===== config.mk =====
export PLATFORM = sky130hd
export DESIGN_NAME = tccm_ctrl
export DESIGN_NICKNAME = d
export VERILOG_FILES = /design/src/logic/tccm_edge_det.v /design/src/logic/tccm_ctrl.v
export VERILOG_INCLUDE_DIRS = /design/src /design/src/logic
export SDC_FILE = /design/constraint.sdc
export NUM_CORES = 1
export LEC_CHECK = 0
export BUFFER_PORTS_ARGS = -buffer_cell sky130_fd_sc_hd__buf_2
export CAP_MARGIN = 20
export CORE_MARGIN = 5
export CORE_UTILIZATION = 35
export DETAILED_ROUTE_END_ITERATION = 12
export PLACE_DENSITY = 0.66
export SLEW_MARGIN = 40
export SYNTH_ARGS = -nofsm -noshare
export SYNTH_HDL_FRONTEND = slang
export SYNTH_SLANG_ARGS = --single-unit

===== constraint.sdc =====
create_clock -name ref_clk -period 5.1 [get_ports ref_clk]
set_clock_uncertainty 0.05 [all_clocks]
set_input_delay 0.51 -clock ref_clk [delete_from_list [all_inputs] [get_ports ref_clk]]
set_output_delay 0.51 -clock ref_clk [all_outputs]
set_load 0.005 [all_outputs]

===== src/logic/tccm_defines.vh =====
// constants for the timer channel clock and mode control block
`ifndef TCCM_DEFINES_VH
`define TCCM_DEFINES_VH
`define TCCM_IDX_CLK_CTRL   16'hFEA0
`define TCCM_IDX_MODE       16'hFEA1
// byte address is four times the index; only its low byte is decoded
`define TCCM_OFF_CLK_CTRL   8'h80
`define TCCM_OFF_MODE       8'h84
`define TCCM_OFF_SYNC       8'h88
`define TCCM_OFF_STATUS     8'h8C
`define TCCM_CTRL_RESET     8'h00
`define TCCM_MODE_RESET     8'hC0
`define TCCM_MODE_RD_MASK   8'hF0
`define TCCM_CLR_LSB        5
`define TCCM_EDGE_LSB       3
`define TCCM_PSC_LSB        0
`define TCCM_MODE_NORMAL    3'h0
`define TCCM_MODE_RSVD      3'h1
`define TCCM_MODE_PWM1      3'h2
`define TCCM_MODE_PWM2      3'h3
`define TCCM_PSC_DIV1       3'h0
`define TCCM_PSC_DIV4       3'h1
`define TCCM_PSC_DIV16      3'h2
`define TCCM_PSC_DIV64      3'h3
`define TCCM_PSC_EXT_A      3'h4
`define TCCM_PSC_EXT_C      3'h5
`define TCCM_PSC_DIV256     3'h6
`define TCCM_PSC_EXT_D      3'h7
`define TCCM_DIV_W          8
`endif


===== src/logic/tccm_edge_det.v =====
// synchronised edge detector for one external count pin
`timescale 1ns/1ps
`default_nettype none
module tccm_edge_det (
  input  wire       ref_clk,
  input  wire       rst_n,
  input  wire       ce,
  input  wire       pin,
  output wire       rise,
  output wire       fall
);
  reg [2:0] sync_r;
  // sync_r[0] only feeds sync_r[1]; edges compare stages 1 and 2
  always @(posedge ref_clk) begin
    if (!rst_n) begin
      sync_r <= 3'h0;
    end else if (ce) begin
      sync_r <= {sync_r[1:0], pin};
    end
  end
  assign rise = sync_r[1] & ~sync_r[2];
  assign fall = ~sync_r[1] & sync_r[2];
endmodule // tccm_edge_det
`default_nettype wire


===== src/logic/tccm_ctrl.v =====
// clock select, clear select and mode control for one timer channel
// Function
// RULE1 - clear field 00 never clears, 01 clears on register A match or capture.
// RULE2 - clear field 10 clears on register B match or capture.
// RULE3 - clear field 11 clears when a synchronised channel clears its counter.
// RULE4 - the channel joins synchronous operation only with its sync bit set.
// RULE5 - mode 000 normal, 001 reserved, 010/011 PWM 1/2, 1xx phase modes 1-4.
// RULE6 - software writes 0 to the top mode bit, which is reserved.
// RULE7 - in phase counting the prescaler and edge settings are ignored.
// RULE8 - prescaler picks div 1/4/16/64, pins A/C, div 256, pin D; edge picks rise/fall/both.
//
// Our own choice: register access over AXI4-Lite.
`timescale 1ns/1ps
`default_nettype none
`include "tccm_defines.vh"
module tccm_ctrl (
  input  wire        ref_clk,
  input  wire        rst_n,
  input  wire        ce,
  input  wire [31:0] s_axi_awaddr,
  input  wire        s_axi_awvalid,
  output reg         s_axi_awready,
  input  wire [31:0] s_axi_wdata,
  input  wire [3:0]  s_axi_wstrb,
  input  wire        s_axi_wvalid,
  output reg         s_axi_wready,
  output reg  [1:0]  s_axi_bresp,
  output reg         s_axi_bvalid,
  input  wire        s_axi_bready,
  input  wire [31:0] s_axi_araddr,
  input  wire        s_axi_arvalid,
  output reg         s_axi_arready,
  output reg  [31:0] s_axi_rdata,
  output reg  [1:0]  s_axi_rresp,
  output reg         s_axi_rvalid,
  input  wire        s_axi_rready,
  input  wire        external_clock_pin_a,
  input  wire        external_clock_pin_c,
  input  wire        external_clock_pin_d,
  input  wire        match_a,
  input  wire        match_b,
  input  wire        sync_clear_in,
  output reg         count_enable,
  output reg         counter_clear,
  output reg         sync_clear_out,
  output reg  [2:0]  active_mode,
  output reg         phase_counting,
  output reg         pwm_mode
);
  reg  [7:0]  ctrl_r;
  reg  [3:0]  mode_r;
  reg         sync_en_r;
  reg  [7:0]  div_r;
  reg  [7:0]  div_q_r;
  reg  [31:0] awaddr_r;
  reg  [31:0] wdata_r;
  reg  [3:0]  wstrb_r;
  reg         aw_have_r;
  reg         w_have_r;
  reg  [31:0] rdata_nxt;
  reg         ext_tick;
  reg         int_tick;
  reg         clr_nxt;
  wire [1:0]  counter_clear_select;
  wire [1:0]  count_edge_select;
  wire [2:0]  prescaler_select;
  wire        a_rise;
  wire        a_fall;
  wire        c_rise;
  wire        c_fall;
  wire        d_rise;
  wire        d_fall;
  wire        wr_go;
  wire        is_phase;
  wire [7:0]  div_rise;

  assign counter_clear_select = ctrl_r[`TCCM_CLR_LSB+1:`TCCM_CLR_LSB];
  assign count_edge_select    = ctrl_r[`TCCM_EDGE_LSB+1:`TCCM_EDGE_LSB];
  assign prescaler_select     = ctrl_r[`TCCM_PSC_LSB+2:`TCCM_PSC_LSB];
  assign is_phase             = mode_r[2];
  assign div_rise             = div_r & ~div_q_r;

  // edge picked by the edge select field
  function edge_pick;
    input [1:0] sel;
    input       r;
    input       f;
    begin
      if (sel[1]) begin
        edge_pick = r | f;
      end else if (sel[0]) begin
        edge_pick = f;
      end else begin
        edge_pick = r;
      end
    end
  endfunction

  tccm_edge_det u_pin_a (
    .ref_clk (ref_clk),
    .rst_n   (rst_n),
    .ce      (ce),
    .pin     (external_clock_pin_a),
    .rise    (a_rise),
    .fall    (a_fall)
  );
  tccm_edge_det u_pin_c (
    .ref_clk (ref_clk),
    .rst_n   (rst_n),
    .ce      (ce),
    .pin     (external_clock_pin_c),
    .rise    (c_rise),
    .fall    (c_fall)
  );
  tccm_edge_det u_pin_d (
    .ref_clk (ref_clk),
    .rst_n   (rst_n),
    .ce      (ce),
    .pin     (external_clock_pin_d),
    .rise    (d_rise),
    .fall    (d_fall)
  );

  // free running divider; prescaled ticks are its bit edges
  always @(posedge ref_clk) begin
    if (!rst_n) begin
      div_r   <= 8'h00;
      div_q_r <= 8'h00;
    end else if (ce) begin
      div_r   <= div_r + 8'h01;
      div_q_r <= div_r;
    end
  end

  always @* begin
    int_tick = 1'b0;
    ext_tick = 1'b0;
    case (prescaler_select) // [RULE8]
      `TCCM_PSC_DIV1:   int_tick = 1'b1;
      `TCCM_PSC_DIV4:   int_tick = div_rise[1];
      `TCCM_PSC_DIV16:  int_tick = div_rise[3];
      `TCCM_PSC_DIV64:  int_tick = div_rise[5];
      `TCCM_PSC_DIV256: int_tick = div_rise[7];
      `TCCM_PSC_EXT_A:  ext_tick = edge_pick(count_edge_select, a_rise, a_fall);
      `TCCM_PSC_EXT_C:  ext_tick = edge_pick(count_edge_select, c_rise, c_fall);
      `TCCM_PSC_EXT_D:  ext_tick = edge_pick(count_edge_select, d_rise, d_fall);
      default:          int_tick = 1'b0;
    endcase
  end

  always @* begin
    case (counter_clear_select)
      2'h0:    clr_nxt = 1'b0; // [RULE1]
      2'h1:    clr_nxt = match_a; // [RULE1]
      2'h2:    clr_nxt = match_b; // [RULE2]
      // only a synchronised channel follows the shared clear
      2'h3:    clr_nxt = sync_en_r & sync_clear_in; // [RULE3] [RULE4]
      default: clr_nxt = 1'b0;
    endcase
  end

  // channel outputs, all registered
  always @(posedge ref_clk) begin
    if (!rst_n) begin
      count_enable   <= 1'b0;
      counter_clear  <= 1'b0;
      sync_clear_out <= 1'b0;
      active_mode    <= `TCCM_MODE_NORMAL;
      phase_counting <= 1'b0;
      pwm_mode       <= 1'b0;
    end else if (ce) begin
      // phase counting counts from the two-phase inputs elsewhere
      count_enable   <= ~is_phase & (int_tick | ext_tick); // [RULE7]
      counter_clear  <= clr_nxt;
      sync_clear_out <= sync_en_r & clr_nxt; // [RULE4]
      active_mode    <= mode_r[2:0]; // [RULE5]
      phase_counting <= is_phase; // [RULE5] [RULE7]
      pwm_mode       <= (mode_r[2:0] == `TCCM_MODE_PWM1) |
                        (mode_r[2:0] == `TCCM_MODE_PWM2); // [RULE5]
    end
  end

  // AXI4-Lite write: address and data in either order
  assign wr_go = aw_have_r & w_have_r & ~s_axi_bvalid;

  always @(posedge ref_clk) begin
    if (!rst_n) begin
      s_axi_awready <= 1'b1;
      s_axi_wready  <= 1'b1;
      s_axi_bvalid  <= 1'b0;
      s_axi_bresp   <= 2'h0;
      aw_have_r     <= 1'b0;
      w_have_r      <= 1'b0;
      awaddr_r      <= 32'h0;
      wdata_r       <= 32'h0;
      wstrb_r       <= 4'h0;
      ctrl_r        <= `TCCM_CTRL_RESET;
      mode_r        <= 4'h0;
      sync_en_r     <= 1'b0;
    end else if (ce) begin
      if (s_axi_awvalid && s_axi_awready) begin
        awaddr_r      <= s_axi_awaddr;
        aw_have_r     <= 1'b1;
        s_axi_awready <= 1'b0;
      end
      if (s_axi_wvalid && s_axi_wready) begin
        wdata_r      <= s_axi_wdata;
        wstrb_r      <= s_axi_wstrb;
        w_have_r     <= 1'b1;
        s_axi_wready <= 1'b0;
      end
      if (wr_go) begin
        aw_have_r    <= 1'b0;
        w_have_r     <= 1'b0;
        s_axi_bvalid <= 1'b1;
        s_axi_bresp  <= 2'h0;
        if (wstrb_r[0]) begin
          case (awaddr_r[7:0])
            `TCCM_OFF_CLK_CTRL: ctrl_r <= {1'b0, wdata_r[6:0]};
            // top mode bit is held; a 1 written there is dropped
            `TCCM_OFF_MODE:     mode_r <= {1'b0, wdata_r[2:0]}; // [RULE6]
            `TCCM_OFF_SYNC:     sync_en_r <= wdata_r[0]; // [RULE4]
            `TCCM_OFF_STATUS:   s_axi_bresp <= 2'h0;
            default:            s_axi_bresp <= 2'h2;
          endcase
        end
      end
      if (s_axi_bvalid && s_axi_bready) begin
        s_axi_bvalid  <= 1'b0;
        s_axi_awready <= 1'b1;
        s_axi_wready  <= 1'b1;
      end
    end
  end

  always @* begin
    case (s_axi_araddr[7:0])
      `TCCM_OFF_CLK_CTRL: rdata_nxt = {24'h0, ctrl_r};
      `TCCM_OFF_MODE:     rdata_nxt = {24'h0,
                                       (`TCCM_MODE_RESET & `TCCM_MODE_RD_MASK) |
                                       {4'h0, mode_r}};
      `TCCM_OFF_SYNC:     rdata_nxt = {31'h0, sync_en_r};
      `TCCM_OFF_STATUS:   rdata_nxt = {25'h0, pwm_mode, phase_counting,
                                       counter_clear, active_mode,
                                       count_enable};
      default:            rdata_nxt = 32'h0;
    endcase
  end

  // AXI4-Lite read: one cycle to the answer
  always @(posedge ref_clk) begin
    if (!rst_n) begin
      s_axi_arready <= 1'b1;
      s_axi_rvalid  <= 1'b0;
      s_axi_rdata   <= 32'h0;
      s_axi_rresp   <= 2'h0;
    end else if (ce) begin
      if (s_axi_arvalid && s_axi_arready) begin
        s_axi_arready <= 1'b0;
        s_axi_rvalid  <= 1'b1;
        s_axi_rdata   <= rdata_nxt;
        case (s_axi_araddr[7:0])
          `TCCM_OFF_CLK_CTRL, `TCCM_OFF_MODE,
          `TCCM_OFF_SYNC, `TCCM_OFF_STATUS: s_axi_rresp <= 2'h0;
          default:                          s_axi_rresp <= 2'h2;
        endcase
      end else if (s_axi_rvalid && s_axi_rready) begin
        s_axi_rvalid  <= 1'b0;
        s_axi_arready <= 1'b1;
      end
    end
  end
endmodule // tccm_ctrl
`default_nettype wire


==> out/qor.csv <==
stage,metric,value,unit
timing,Achievable Freq,494,MHz
yosys,post-synth top area cell,dfxtp_1,
clock_tree,setup bufs post-CTS,0,
worst_setup_path,Slowest cell on crit path,buf_2,
timing,RSZ-0062 raised after global routing,false,
global_route,GR Overflow Total,0,
routing,Via density,4.68,
worst_setup_path,Crit Path Max Fanout,30,
worst_setup_path,"CP delay by family, top",simple AND/OR/NAND/NOR gates,
yosys,synth top area cells,"dfxtp_1, mux2i_1, nand2_1",
status,status,"finished, final reports clean",
worst_setup_path,CP peak stage delay,550,ps
hold_path,Hold Crit Class,in2reg,
clock_tree,Clock Pin Slew Worst Setup and Hold Paths,80,ps
floorplan,Die ar.,11600,um^2
worst_setup_path,R2R Setup Slk,3390,ps
routing,Antenna Nets Post-Route,0,
routing,WL final,7200,um
yosys,Synth Instances,383,
timing,worst slew pin tran,716,ps
clock_tree,CTS Root Cell,clkbuf_8,
floorplan,width of the die,108,um
worst_setup_path,CP startpoint kind,primary input,
clock_tree,CTS sink count,72,
floorplan,Initial Utilization,0.360,
yosys,Post-synth top flop,dfxtp_1,
final_layout,synth-to-layout area growth,15.1,%
clock_tree,CTS H-tree lvls,3,
worst_setup_path,RR Endpoint,count_enable,
worst_setup_path,CP Class,in2reg,
final_layout,FF+latch area,1440,um^2
timing,Fin. Hold Viols,0,
floorplan,# IOs,163,
timing,Slew HR,0.522,
yosys,Synthesis Warnings,0,
global_route,vias in the first global route,2555,
worst_setup_path,"Critical Path, Cell by Cell",buf_2 -> and4b_2 -> nand4_4 -> nor3_4 -> mux2i_1,
power_and_ir_drop,Leakage,0.00158,uW
final_layout,# nets final,556,
power_and_ir_drop,Power Density,305,nW/um^2
place,IO buf count,60,
power_and_ir_drop,total power,1170,uW
worst_setup_path,required time of the critical path,5330,ps
timing,crit share post-route,0.397,
hold_path,Hold Path End,awaddr_r[1],
timing,# setup viols final,0,
yosys,Synth cell types,40,
global_route,initial antenna violation count,0,
clock_tree,CTS tree,built,
yosys,sequential fraction of the synthesis area,0.431,
place,DP Cell Count,553,
global_route,gr usage total,0.129,
floorplan,core area,9280,um^2
hold_path,Hold Startpoint,s_axi_awaddr[1],
clock_tree,Clock Path Buffers,2,
worst_setup_path,CP Buf/Inv Count,1,
worst_setup_path,Worst EP arrival,2250,ps
final_layout,Layout Cells excl Fill,569,
yosys,Seq cells post-synth,72,
floorplan,cell row count,35,
routing,Iter 0 DRT Violations,119,
final_layout,diode count,0,
final_layout,# fillers,956,
timing,Max Slew Vio Count,0,
timing,Fin Hold WS,337,ps
yosys,syn_area_per_cell,8.74,um^2
final_layout,layout cells sized above 1,0.195,
global_route,largest net degree at the start of global routing,49,
yosys,"EDFF count, synth",0,
place,DP HPWL,5280,um
yosys,post-synth top area share,0.431,
clock_tree,number of hold buffers added after CTS,0,
routing,WL per Instance,12.7,um
yosys,fraction of registers with async set/reset,0,
yosys,Post-synth top cells,"dfxtp_1, nand2_1, a21oi_1",
timing,setup tns final,0,ps
worst_setup_path,worst-case reg-to-reg path depth,5,
clock_tree,Clock Latency Late Sink,350,ps
timing,fin crit period,2020,ps
clock_tree,PostCTS Resize Cnt,0,
floorplan,die height,108,um
worst_setup_path,crit end category,flip-flop,
worst_setup_path,worst reg2reg startpoint,u_pin_d.sync_r[1],
run,Max Cap Violations,0,
power_and_ir_drop,maximum vdd drop,0.143,mV
clock_tree,cts bufs inserted,9,
final_layout,area of the multi-input gates,1680,um^2
hold_path,Hold Path Depth,3,
yosys,Synth Cell Area,3350,um^2
yosys,most common cell in the synthesized netlist,dfxtp_1,
routing,via count,2663,
place,RePlAce Congestion,0.788,
routing,DR DRC count,0,
routing,drt first pass iters,4,
global_route,first-pass GRT wire length,12000,um
## worst max-delay path by stage
stage / startpoint / end / slack, ps / depth (start not counted)
4_1_cts: ce / ctrl_r[3] / 3080 / 5
3_5_place_dp: ce / ctrl_r[4] / 2710 / 5
5_1_grt: ce / ctrl_r[6] / 2910 / 5
2_1_floorplan: ce / ctrl_r[0] / 3400 / 5
6_report: ce / ctrl_r[3] / 3080 / 5
3_3_place_gp: ce / ctrl_r[0] / 2760 / 5
## layout make-up
class                           instances  area share
Sequential cell                        72       0.374
Clock inverter                          7      0.0247
Inverter                                9     0.00877
Timing Repair Buffer                   62      0.0819
Clock buffer                            9      0.0322
Tap cell                              129      0.0419
Multi-Input combinational cell        281       0.436
## where the power goes
group | internal [uW] | switching [uW] | total (uW) | leakage (uW)
clock network | 276 | 221 | 497 | 0.000110
logic | 35.1 | 51.9 | 87.0 | 0.000881
registers | 577 | 13.0 | 590 | 0.000585
## tightest hold or removal path: stages
cell and delay [ps]:
buf_2 90, nand2_1 40, a21oi_1 50
## logic make-up (layout without fill, tap and decap cells)
| group | after synthesis | in the layout | synth area share |
|---|---|---|---|
| xor gates and xnor gates | 5 | 5 | 0.0131 |
| other | 1 | 26 | 0.00112 |
| buffers and inverters | 55 | 87 | 0.0954 |
| adders and majority gates | 7 | 7 | 0.0262 |
| and+or+nand+nor | 152 | 152 | 0.228 |
| AOI/OAI and AO/OA | 59 | 59 | 0.102 |
| DFF | 72 | 72 | 0.431 |
| muxes | 32 | 32 | 0.103 |
## flip-flops by register name (all words and copies together), names as in the netlist, 3 cells and up
name            cells
u_pin_d.sync_r      3
div_q_r             4
active_mode         3
ctrl_r              7
awaddr_r            8
s_axi_rdata         8
wdata_r             7
div_r               8
u_pin_a.sync_r      3
u_pin_c.sync_r      3
mode_r              3
## routing by layer
layer	share of wire	GRT usage
met2	0.45	0.201
met5	0	0
met3	0.061	0.0348
met4	0.019	0.0631
met1	0.47	0.163
## stage by stage
stage               setup WS [ps]  area, um^2  utilization
CTS                          3080        3850        0.415
global placement             2760        3630        0.391
floorplan                    3400        3440            -
detailed placement           2710        3630        0.391
finish                       3080        3850        0.415
global route                 2910        3850        0.415
## placed cells by master (no fill, tap or decap), drive strengths merged, types with 6 or more instances in the layout
cell / count
o21ai: 9
ha: 7
nand4b: 6
nand2: 71
a21oi: 34
mux2i: 30
a21o: 6
clkbuf: 9
nand3: 13
conb: 26
and3: 7
nor2: 32
buf: 62
inv: 10
dfxtp: 72
Note: power is estimated with default switching activity, not from simulation.
